File: src/rtl/cpk_pkg.sv
/*
  Shared constants for the configuration password key store: register
  offsets, storage command codes, reset values and refresh timing.
  Assumes a single 100 MHz system clock and byte-wide register access.
*/
package cpk_pkg;

  // Register offsets of the four key bytes, low byte first.
  localparam logic [7:0] CPK_ADDR_KEY_BYTE_LOW = 8'h31;
  localparam logic [7:0] CPK_ADDR_KEY_BYTE_SECOND = 8'h32;
  localparam logic [7:0] CPK_ADDR_KEY_BYTE_THIRD = 8'h33;
  localparam logic [7:0] CPK_ADDR_KEY_BYTE_HIGH = 8'h34;

  // Storage command codes seen on the command register.
  localparam logic [7:0] CPK_CMD_REFRESH_ALL = 8'h12;
  localparam logic [7:0] CPK_CMD_STORE_BYTE = 8'h21;

  // Protection enable value that turns the password function on.
  localparam logic [7:0] CPK_PROTECT_ON = 8'hFF;

  // Delivered value of every key byte and the value that reads return.
  localparam logic [7:0] CPK_KEY_DELIVERED = 8'h00;
  localparam logic [7:0] CPK_READ_HIDDEN = 8'h00;

  // Number of key bytes and the byte width.
  localparam int CPK_KEY_BYTES = 4;
  localparam int CPK_BYTE_W = 8;

  // Power-up refresh delay and the clock rate it is counted against.
  localparam int CPK_REFRESH_TIME_MS = 66;
  localparam int CPK_CLK_HZ = 100000000;
  localparam int CPK_REFRESH_CYCLES = CPK_REFRESH_TIME_MS * (CPK_CLK_HZ / 1000);

  // Power-up sequencing states.
  typedef enum logic [1:0] {
    CPK_ST_WAIT_REFRESH = 2'b01,
    CPK_ST_RUN = 2'b10
  } cpk_state_t;

endpackage
File: src/rtl/cpk_key_store.sv
/*
  Configuration password key store: four write-only key bytes mirrored
  in RAM and backed by a nonvolatile copy, with power-up reload, refresh
  and store commands, and the password comparison that unlocks writes.
  Assumes the serial bus front end delivers decoded byte accesses on the
  system clock, and that the enable and entry bytes come from the
  neighbouring password registers on the same clock.
*/
// Functional notes
// About 66 ms after power-up the first refresh loads all four key bytes from storage.
// Every key byte is delivered as zero, so the delivered key is all zeros.
// Address 31h holds key bits 7 to 0 and accepts any byte value.
// Address 32h holds key bits 15 to 8 and accepts any byte value.
// Address 33h holds key bits 23 to 16 and accepts any byte value.
// Address 34h holds key bits 31 to 24 and accepts any byte value.
// The key bytes read back as zero and their writes are blocked while locked.
// Protection is active only when the enable byte is 255, and then the entry bytes carry a password.
// Command 12h copies all stored key bytes into their RAM mirror.
// Command 21h stores the staged byte into the stored key byte at the staged location.
// While protection is active, writes are allowed only once the entry value equals the key.
`timescale 1ns/1ps
module cpk_key_store
  import cpk_pkg::*;
#(
  parameter int REFRESH_CYCLES = CPK_REFRESH_CYCLES
)
(
  // Clock and reset
  input wire logic i_sys_clk,
  input wire logic i_rst_n,
  // Decoded register accesses from the serial bus front end
  input wire logic i_reg_wr,
  input wire logic i_reg_rd,
  input wire logic [7:0] i_reg_addr,
  input wire logic [7:0] i_reg_wdata,
  output logic [7:0] o_reg_rdata,
  output logic o_reg_rvalid,
  // Storage command engine
  input wire logic i_cmd_wr,
  input wire logic [7:0] i_cmd_code,
  input wire logic [7:0] i_staged_storage_location,
  input wire logic [7:0] i_staged_storage_byte,
  // Password registers next door
  input wire logic [7:0] i_protection_enable_byte,
  input wire logic [31:0] i_entry_password,
  // Status
  output logic o_protection_active,
  output logic o_config_unlocked,
  output logic o_refresh_done
);

  localparam int CNT_W = $clog2(REFRESH_CYCLES + 1);
  localparam logic [CNT_W-1:0] CNT_LAST = CNT_W'(REFRESH_CYCLES - 1);
  localparam logic [CNT_W-1:0] CNT_ONE = CNT_W'(1);

  cpk_state_t state_reg;
  cpk_state_t state_next;
  logic [CNT_W-1:0] cnt_reg;
  logic [CNT_W-1:0] cnt_next;
  logic [7:0] key_mirror_reg [CPK_KEY_BYTES];
  logic [7:0] key_nv_reg [CPK_KEY_BYTES];
  logic [7:0] reg_rdata_reg;
  logic reg_rvalid_reg;
  logic protection_active_reg;
  logic config_unlocked_reg;
  logic refresh_done_reg;

  // Address decode for bus writes and staged stores.
  wire logic bus_hits_key;
  wire logic [1:0] bus_key_idx;
  wire logic stage_hits_key;
  wire logic [1:0] stage_key_idx;
  wire logic [7:0] bus_offset;
  wire logic [7:0] stage_offset;
  wire logic key_write;
  wire logic key_store;
  wire logic cmd_refresh;
  wire logic powerup_refresh;
  wire logic do_refresh;
  wire logic [31:0] key_value;
  wire logic protect_on_next;
  wire logic unlocked_next;

  assign bus_offset = i_reg_addr - CPK_ADDR_KEY_BYTE_LOW;
  assign stage_offset = i_staged_storage_location - CPK_ADDR_KEY_BYTE_LOW;
  assign bus_hits_key = (i_reg_addr >= CPK_ADDR_KEY_BYTE_LOW)
    && (i_reg_addr <= CPK_ADDR_KEY_BYTE_HIGH);
  assign stage_hits_key = (i_staged_storage_location >= CPK_ADDR_KEY_BYTE_LOW)
    && (i_staged_storage_location <= CPK_ADDR_KEY_BYTE_HIGH);
  assign bus_key_idx = bus_offset[1:0];
  assign stage_key_idx = stage_offset[1:0];

  // Writes to any key byte are refused unless the store is unlocked.
  assign key_write = i_reg_wr && bus_hits_key && config_unlocked_reg;
  // Storing a key byte through the command engine obeys the same lock.
  assign key_store = i_cmd_wr && (i_cmd_code == CPK_CMD_STORE_BYTE)
    && stage_hits_key && config_unlocked_reg;
  assign cmd_refresh = i_cmd_wr && (i_cmd_code == CPK_CMD_REFRESH_ALL);
  assign powerup_refresh = (state_reg == CPK_ST_WAIT_REFRESH) && (cnt_reg == CNT_LAST);
  assign do_refresh = cmd_refresh || powerup_refresh;

  // Key assembled high byte first, so the byte at 31h is bits 7 to 0.
  assign key_value = {key_mirror_reg[3], key_mirror_reg[2],
    key_mirror_reg[1], key_mirror_reg[0]};

  assign protect_on_next = (i_protection_enable_byte == CPK_PROTECT_ON);
  // A match with the key taken from the mirror is what opens the store.
  assign unlocked_next = !protect_on_next || (i_entry_password == key_value);

  // Power-up sequencer: wait out the first refresh, then run.
  always_comb
  begin
    state_next = state_reg;
    cnt_next = cnt_reg;
    case (state_reg)
      CPK_ST_WAIT_REFRESH:
      begin
        if (powerup_refresh)
        begin
          state_next = CPK_ST_RUN;
        end
        else
        begin
          cnt_next = cnt_reg + CNT_ONE;
        end
      end
      CPK_ST_RUN:
      begin
        cnt_next = cnt_reg;
      end
      default:
      begin
        state_next = CPK_ST_WAIT_REFRESH;
        cnt_next = '0;
      end
    endcase
  end

  always_ff @(posedge i_sys_clk)
  begin
    if (!i_rst_n)
    begin
      state_reg <= CPK_ST_WAIT_REFRESH;
      cnt_reg <= '0;
    end
    else
    begin
      state_reg <= state_next;
      cnt_reg <= cnt_next;
    end
  end

  // Reset stands for the delivered state of the stored copy, so it also
  // clears the nonvolatile bytes; a real part keeps them across power.
  always_ff @(posedge i_sys_clk)
  begin
    if (!i_rst_n)
    begin
      for (int i = 0; i < CPK_KEY_BYTES; i++)
      begin
        key_nv_reg[i] <= CPK_KEY_DELIVERED;
      end
    end
    else if (key_store)
    begin
      key_nv_reg[stage_key_idx] <= i_staged_storage_byte;
    end
  end

  // A refresh overrides a bus write in the same cycle, since the stored
  // copy is the authority once a reload has been asked for.
  always_ff @(posedge i_sys_clk)
  begin
    if (!i_rst_n)
    begin
      for (int i = 0; i < CPK_KEY_BYTES; i++)
      begin
        key_mirror_reg[i] <= CPK_KEY_DELIVERED;
      end
    end
    else if (do_refresh)
    begin
      for (int i = 0; i < CPK_KEY_BYTES; i++)
      begin
        key_mirror_reg[i] <= key_nv_reg[i];
      end
    end
    else if (key_write)
    begin
      key_mirror_reg[bus_key_idx] <= i_reg_wdata;
    end
  end

  // Reads never expose the key; every read is answered one cycle later.
  always_ff @(posedge i_sys_clk)
  begin
    if (!i_rst_n)
    begin
      reg_rdata_reg <= CPK_READ_HIDDEN;
      reg_rvalid_reg <= 1'b0;
    end
    else
    begin
      reg_rdata_reg <= CPK_READ_HIDDEN;
      reg_rvalid_reg <= i_reg_rd;
    end
  end

  always_ff @(posedge i_sys_clk)
  begin
    if (!i_rst_n)
    begin
      protection_active_reg <= 1'b0;
      config_unlocked_reg <= 1'b1;
      refresh_done_reg <= 1'b0;
    end
    else
    begin
      protection_active_reg <= protect_on_next;
      config_unlocked_reg <= unlocked_next;
      refresh_done_reg <= refresh_done_reg || powerup_refresh;
    end
  end

  assign o_reg_rdata = reg_rdata_reg;
  assign o_reg_rvalid = reg_rvalid_reg;
  assign o_protection_active = protection_active_reg;
  assign o_config_unlocked = config_unlocked_reg;
  assign o_refresh_done = refresh_done_reg;

endmodule

File: config.mk
export PLATFORM = sky130hd
export DESIGN_NAME = cpk_key_store
export DESIGN_NICKNAME = d
export VERILOG_FILES = /design/src/rtl/cpk_pkg.sv /design/src/rtl/cpk_key_store.sv
export SDC_FILE = /design/constraint.sdc
export NUM_CORES = 1
export LEC_CHECK = 0
export BUFFER_PORTS_ARGS = -buffer_cell sky130_fd_sc_hd__buf_4
export CORE_MARGIN = 8
export CORE_UTILIZATION = 35
export DETAILED_ROUTE_END_ITERATION = 6
export REMOVE_ABC_BUFFERS = 1
export SYNTH_ARGS = -nofsm -noshare
export SYNTH_HDL_FRONTEND = slang
export SYNTH_SLANG_ARGS = --single-unit
File: constraint.sdc
create_clock -name i_sys_clk -period 3.05 [get_ports i_sys_clk]
set_clock_uncertainty 0.15 [all_clocks]
set_input_delay 0.61 -clock i_sys_clk [delete_from_list [all_inputs] [get_ports i_sys_clk]]
set_output_delay 0.61 -clock i_sys_clk [all_outputs]
set_load 0.01 [all_outputs]
==> impl_metrics.json, run 1 <==
{
  "top_level_ports": 97,
  "synthesis.instances": 486,
  "wl_per_cell_um": 17.4,
  "globalRoute.totalOverflow": 0,
  "floorplan.die_area_mm2": 0.0182,
  "synth_area_mm2": 0.00494,
  "grt_use_total_pct": 14.5,
  "hold_buffers": 0,
  "start_kind": "flip-flop",
  "initial_core_util_pct": 35.7,
  "syn_to_final_growth_pct": 23.3,
  "worstSetupPathType": "reg -> reg",
  "drt_iter0_drc": 268,
  "vias": 4034,
  "antenna_found_initial": 0,
  "fin_tns_setup_ps": 0,
  "power_density_mw_per_mm2": 474,
  "synth_area_leader_cell": "edfxtp_1",
  "path_clk_slew_ps": 70,
  "synth_seq_area_share_pct": 50.7,
  "grt_pass1_vias": 3976,
  "hold_viol_final": 0,
  "slew_headroom_pct": 50.4,
  "highest_layer": "met4",
  "hold_class": "in -> reg",
  "num_antenna_cells": 0,
  "fin_ws_ps": 563,
  "worst_pin_slew_ps": 742,
  "synth_top_family_by_area": "simple AND/OR/NAND/NOR gates",
  "grt_max_degree": 38,
  "cts-resized-gates": 0,
  "synth.distinct_cells": 49,
  "cts_tree": "built",
  "synthSimpleGateAreaFrac_pct": 25.5,
  "grt_pass1_wl_um": 20700,
  "gp_congestion": 0.845,
  "slew_viol_final": 0,
  "synthTopCellsByCount": "edfxtp_1, nand4_1, a21oi_1, xor2_1",
  "synth_area_leaders": "edfxtp_1, dfxtp_1, xor2_1, nand4_1, a21oi_1",
  "ant_nets": 0,
  "numPortBuffers": 88,
  "yosys.area_share.adder_pct": 1.01,
  "rsz0062_at_grt": "false",
  "ys_ff_latch": 93,
  "pre_cts_ws_ps": 266,
  "clk_latency_ps": 350,
  "row_count": 43,
  "multi_input_area_mm2": 0.00225,
  "max_freq_mhz": 402,
  "regArea_mm2": 0.00250,
  "crit_path_max_fanout": 8,
  "drt-vias-per-instance": 5.34,
  "clockBufferDepth": 2,
  "cts_setup_buffers": 0,
  "final_layout_size_suffix_gt1_share_pct": 22.4,
  "synth_xor_area_share_pct": 6.38,
  "required_ps": 2900,
  "drt-total-wl_um": 13100,
  "p_leak_uw": 0.00230,
  "synth_edf_count": 64,
  "cts_made_buffers": 9,
  "vdd_drop_max_mv": 0.230,
  "cts_max_level": 3,
  "post-synth-top-count-cell": "edfxtp_1",
  "r2r_setup_slack_ps": 560,
  "clockRootBuffer": "clkbuf_16",
  "wl_met2_um": 6680,
  "wl_met3_um": 764,
  "fin_crit_ps": 2490,
  "setup.worst_path.end_class": "flip-flop",
  "maxCapViolations": 0,
  "arrival_ps": 2340,
  "die_w_um": 135,
  "clock-sinks": 93,
  "final_nets": 659,
  "synth_compound_area_share_pct": 12.0,
  "drt_first_pass_iters": 5,
  "wl_met1_um": 5410,
  "final.period_utilization_pct": 81.5,
  "core-area_mm2": 0.0138,
  "n_fill_cell": 1330,
  "dieHeight_um": 135,
  "synthMuxAreaShare_pct": 0,
  "async_flop_share_pct": 0,
  "route.detailed.drc": 0,
  "post-dp-hpwl_um": 10300,
  "synth_ff_type": "edfxtp_1",
  "setup_violations": 0,
  "synth_top_area_share_pct": 38.9,
  "syn_avg_cell_area_um2": 10.2,
  "ys_warn_count": 0,
  "outcome": "complete, no violations"
}
cells in the final DEF (no fill, tap or decap), drive strengths merged, types with 2 or more instances in the layout:
master and instances:
nor3 3, and3 16, and3b 2, nor4bb 3, nand3b 3, o211ai 3, nor2 16, xor2 36
nor4 16, conb 8, nor4b 3, nand3 18, a31oi 3, a21oi 41, o21ai 51, nor2b 2
inv 6, buf 103, o31ai 7, clkbuf 9, edfxtp 64, ha 4, dfxtp 29, nand2 25
clkinv 4, or3 3, or4 4, and2 27, nand4b 2, bufinv 2, nand4 44, nand2b 9
routing by layer:
layer | GRT usage, % | up-vias
met5 | 0 | -
met4 | 6.99 | 0
met3 | 2.97 | 23
met2 | 24.9 | 123
met1 | 16.9 | 1896
li1 | - | 1992
critical path, stage by stage, from the launching register on:
cell and delay, ps:
dfxtp_1 420, ha_1 260, nand3_2 140, nor4_2 390
and3_4 250, nor3_1 60, buf_4 150, nand2b_1 320
layout make-up:
cell class              instances  share of cell area (%)
flip-flops and latches         93                    41.1
clock inverters                 7                    1.58
well taps                     180                    3.70
inverters                       5                   0.308
clock buffers                   9                    3.70
repair buffers                103                    12.7
multi-input cells             358                    36.9
stage by stage:
stage | area (um2) | total power, uW | cells | hold slack, ps | util, %
2_1_floorplan | 4770 | 1550 | 456 | 280 | -
3_3_place_gp | 5770 | 1690 | 739 | 306 | 41.7
3_5_place_dp | 5770 | 1700 | 739 | 324 | 41.7
4_1_cts | 6090 | 2920 | 755 | 309 | 44.0
5_1_grt | 6090 | 2990 | 755 | 313 | 44.0
6_report | 6090 | 2880 | 755 | 319 | 44.0
worst paths after layout:
check,end,start,cells after the start
worst max-delay path,key_mirror_reg[3][1]$_DFFE_PP_,cnt_reg[0]$_SDFFE_PN0P_,7
worst min-delay path,o_reg_rvalid$_SDFF_PN0_,i_reg_rd,2
worst max register to register,key_mirror_reg[3][1]$_DFFE_PP_,cnt_reg[0]$_SDFFE_PN0P_,7
worst min register to register,cnt_reg[22]$_SDFFE_PN0P_,cnt_reg[22]$_SDFFE_PN0P_,1
kinds of logic (layout without fill, tap and decap cells):
family | after synthesis | count (layout)
xor+xnor | 36 | 36
buf+inv | 42 | 124
simple gates | 201 | 201
flops | 93 | 93
other cells | 1 | 8
fa+ha+maj | 4 | 4
compound gates | 109 | 109
power breakdown:
part | leakage (uW) | switching (uW) | internal, uW
logic | 0.00123 | 121 | 125
clock network | 0.000160 | 488 | 722
registers | 0.000902 | 37.6 | 1390
total | 0.00230 | 647 | 2240
Note: power is estimated with default switching activity, not from simulation.
==> inputs of run 2 (changes only) <==
==> constraint.sdc (replaced) <==
create_clock -name i_sys_clk -period 2.4 [get_ports i_sys_clk]
set_clock_uncertainty 0.15 [all_clocks]
set_input_delay 0.48 -clock i_sys_clk [delete_from_list [all_inputs] [get_ports i_sys_clk]]
set_output_delay 0.48 -clock i_sys_clk [all_outputs]
set_load 0.01 [all_outputs]
==> impl_metrics.json, run 2 (synthesized netlist as in run 1, its figures left out) <==
{
  "crit_chain": "ha_1, nand3_2, nor4_4, and3_4, buf_6, o21ai_0, a21oi_1",
  "route.detailed.drc": 0,
  "path_clk_slew_ps": 70,
  "max_stage_delay_ps": 370,
  "ant_nets": 0,
  "mostFrequentLayoutCells": "buf_4, edfxtp_1, nand4_1",
  "num_antenna_cells": 0,
  "slew_viol_final": 0,
  "outcome": "complete, no violations",
  "critPathLaunch": "cnt_reg[1]$_SDFFE_PN0P_",
  "p_leak_uw": 0.00240,
  "drt-vias-per-instance": 5.24,
  "cts_tree": "built",
  "cts_setup_buffers": 0,
  "fin_crit_ps": 2200,
  "crit_end": "key_mirror_reg[0][5]$_DFFE_PP_",
  "antenna_found_initial": 0,
  "timing.rr.end": "key_mirror_reg[0][5]$_DFFE_PP_",
  "post-dp-hpwl_um": 10500,
  "cpMaxStageDelayCell": "nor4_4",
  "clockBufferDepth": 2,
  "slew_headroom_pct": 59.8,
  "required_ps": 2440,
  "grt_pass1_wl_um": 20800,
  "pre_cts_ws_ps": -67.7,
  "n_fill_cell": 1282,
  "clock-sinks": 93,
  "setup.worst_path.end_class": "flip-flop",
  "vdd_drop_max_mv": 0.599,
  "worst_pin_slew_ps": 599,
  "power_density_mw_per_mm2": 597,
  "rsz0062_at_grt": "false",
  "cts_made_buffers": 9,
  "final_layout_size_suffix_gt1_share_pct": 24.9,
  "fin_tns_setup_ps": 0,
  "regArea_mm2": 0.00250,
  "grt_max_degree": 35,
  "drt-total-wl_um": 13300,
  "crit_path_max_fanout": 33,
  "row_count": 43,
  "arrival_ps": 2240,
  "r2r_cells": 7,
  "core-area_mm2": 0.0138,
  "path_delay_family": "simple AND/OR/NAND/NOR gates",
  "initial_core_util_pct": 35.7,
  "grt_use_total_pct": 14.4,
  "hold_class": "in -> reg",
  "drt_first_pass_iters": 4,
  "vias": 4054,
  "final_nets": 678,
  "final.period_utilization_pct": 91.8,
  "r2r_start": "cnt_reg[1]$_SDFFE_PN0P_",
  "cts_max_level": 3,
  "fin_ws_ps": 197,
  "r2r_setup_slack_ps": 200,
  "dieHeight_um": 135,
  "gp_congestion": 0.878,
  "final_common_cell": "buf_4",
  "syn_to_final_growth_pct": 26.5,
  "wl_per_cell_um": 17.1,
  "clk_latency_ps": 340,
  "grt_pass1_vias": 4043,
  "numPortBuffers": 88,
  "hold_viol_final": 0,
  "critical_path_cell_count": 7,
  "maxCapViolations": 0,
  "worstSetupPathType": "reg -> reg",
  "clockRootBuffer": "clkbuf_16",
  "top_level_ports": 97,
  "path_buf_inv": 1,
  "utilization_pct": 45.2,
  "die_w_um": 135,
  "globalRoute.totalOverflow": 0,
  "floorplan.die_area_mm2": 0.0182,
  "max_freq_mhz": 454,
  "setup_violations": 0,
  "start_kind": "flip-flop",
  "multi_input_area_mm2": 0.00226,
  "drt_iter0_drc": 241
}
## run 2: timing repair
action                                 in CTS  in global routing
hold buffers                                0                  0
setup endpoints to repair                   0                 34
gates resized for setup                     0                  3
endpoints found under the hold margin       0                  0
## run 2: how the worst min path moves through the flow
stage                              from                  endpoint  slack [ps]  cells after the start
6_report                       i_reg_rd   o_reg_rvalid$_SDFF_PN0_         190                      2
5_1_grt                        i_reg_rd   o_reg_rvalid$_SDFF_PN0_         180                      2
4_1_cts                        i_reg_rd   o_reg_rvalid$_SDFF_PN0_         180                      2
3_5_place_dp   cnt_reg[22]$_SDFFE_PN0P_  cnt_reg[22]$_SDFFE_PN0P_         310                      1
3_3_place_gp   cnt_reg[22]$_SDFFE_PN0P_  cnt_reg[22]$_SDFFE_PN0P_         300                      1
2_1_floorplan  cnt_reg[22]$_SDFFE_PN0P_  cnt_reg[22]$_SDFFE_PN0P_         280                      1
## run 2: worst reg2reg max path: stages, from the launching register on
cell     delay, ps
dfxtp_1        340
ha_1           210
nand3_2        160
nor4_4         370
and3_4         290
buf_6          230
o21ai_0        140
a21oi_1        170
## run 2: cell type report
class / instances / area share [%]
sequential: 93 / 40.1
multi-input combinational: 358 / 36.2
timing repair buffer: 122 / 14.7
clock buffer: 10 / 3.67
tap: 180 / 3.61
clock inverter: 6 / 1.50
inverter: 5 / 0.300
## run 2: through the flow
stage / instances / power (uW) / instance area [um2] / hold WS [ps]
CTS: 774 / 3770 / 6230 / 181
finish: 774 / 3730 / 6250 / 194
global placement: 758 / 2200 / 5910 / 303
global route: 774 / 3860 / 6250 / 182
detailed placement: 758 / 2220 / 5910 / 308
floorplan: 456 / 1970 / 4770 / 280
## run 2: per-layer routing
layer  share of wire (%)  up-vias  track usage [%]
li1                    -     2029                -
met1                  40     1898             16.2
met2                  52      102             25.7
met3                 5.8       25             4.09
met4                 2.0        0             4.55
met5                   0        -                0
## run 2: report_power, final
part / switching, uW / internal, uW
clock: 618 / 924
sequential: 29.3 / 1770
combinational: 193 / 199
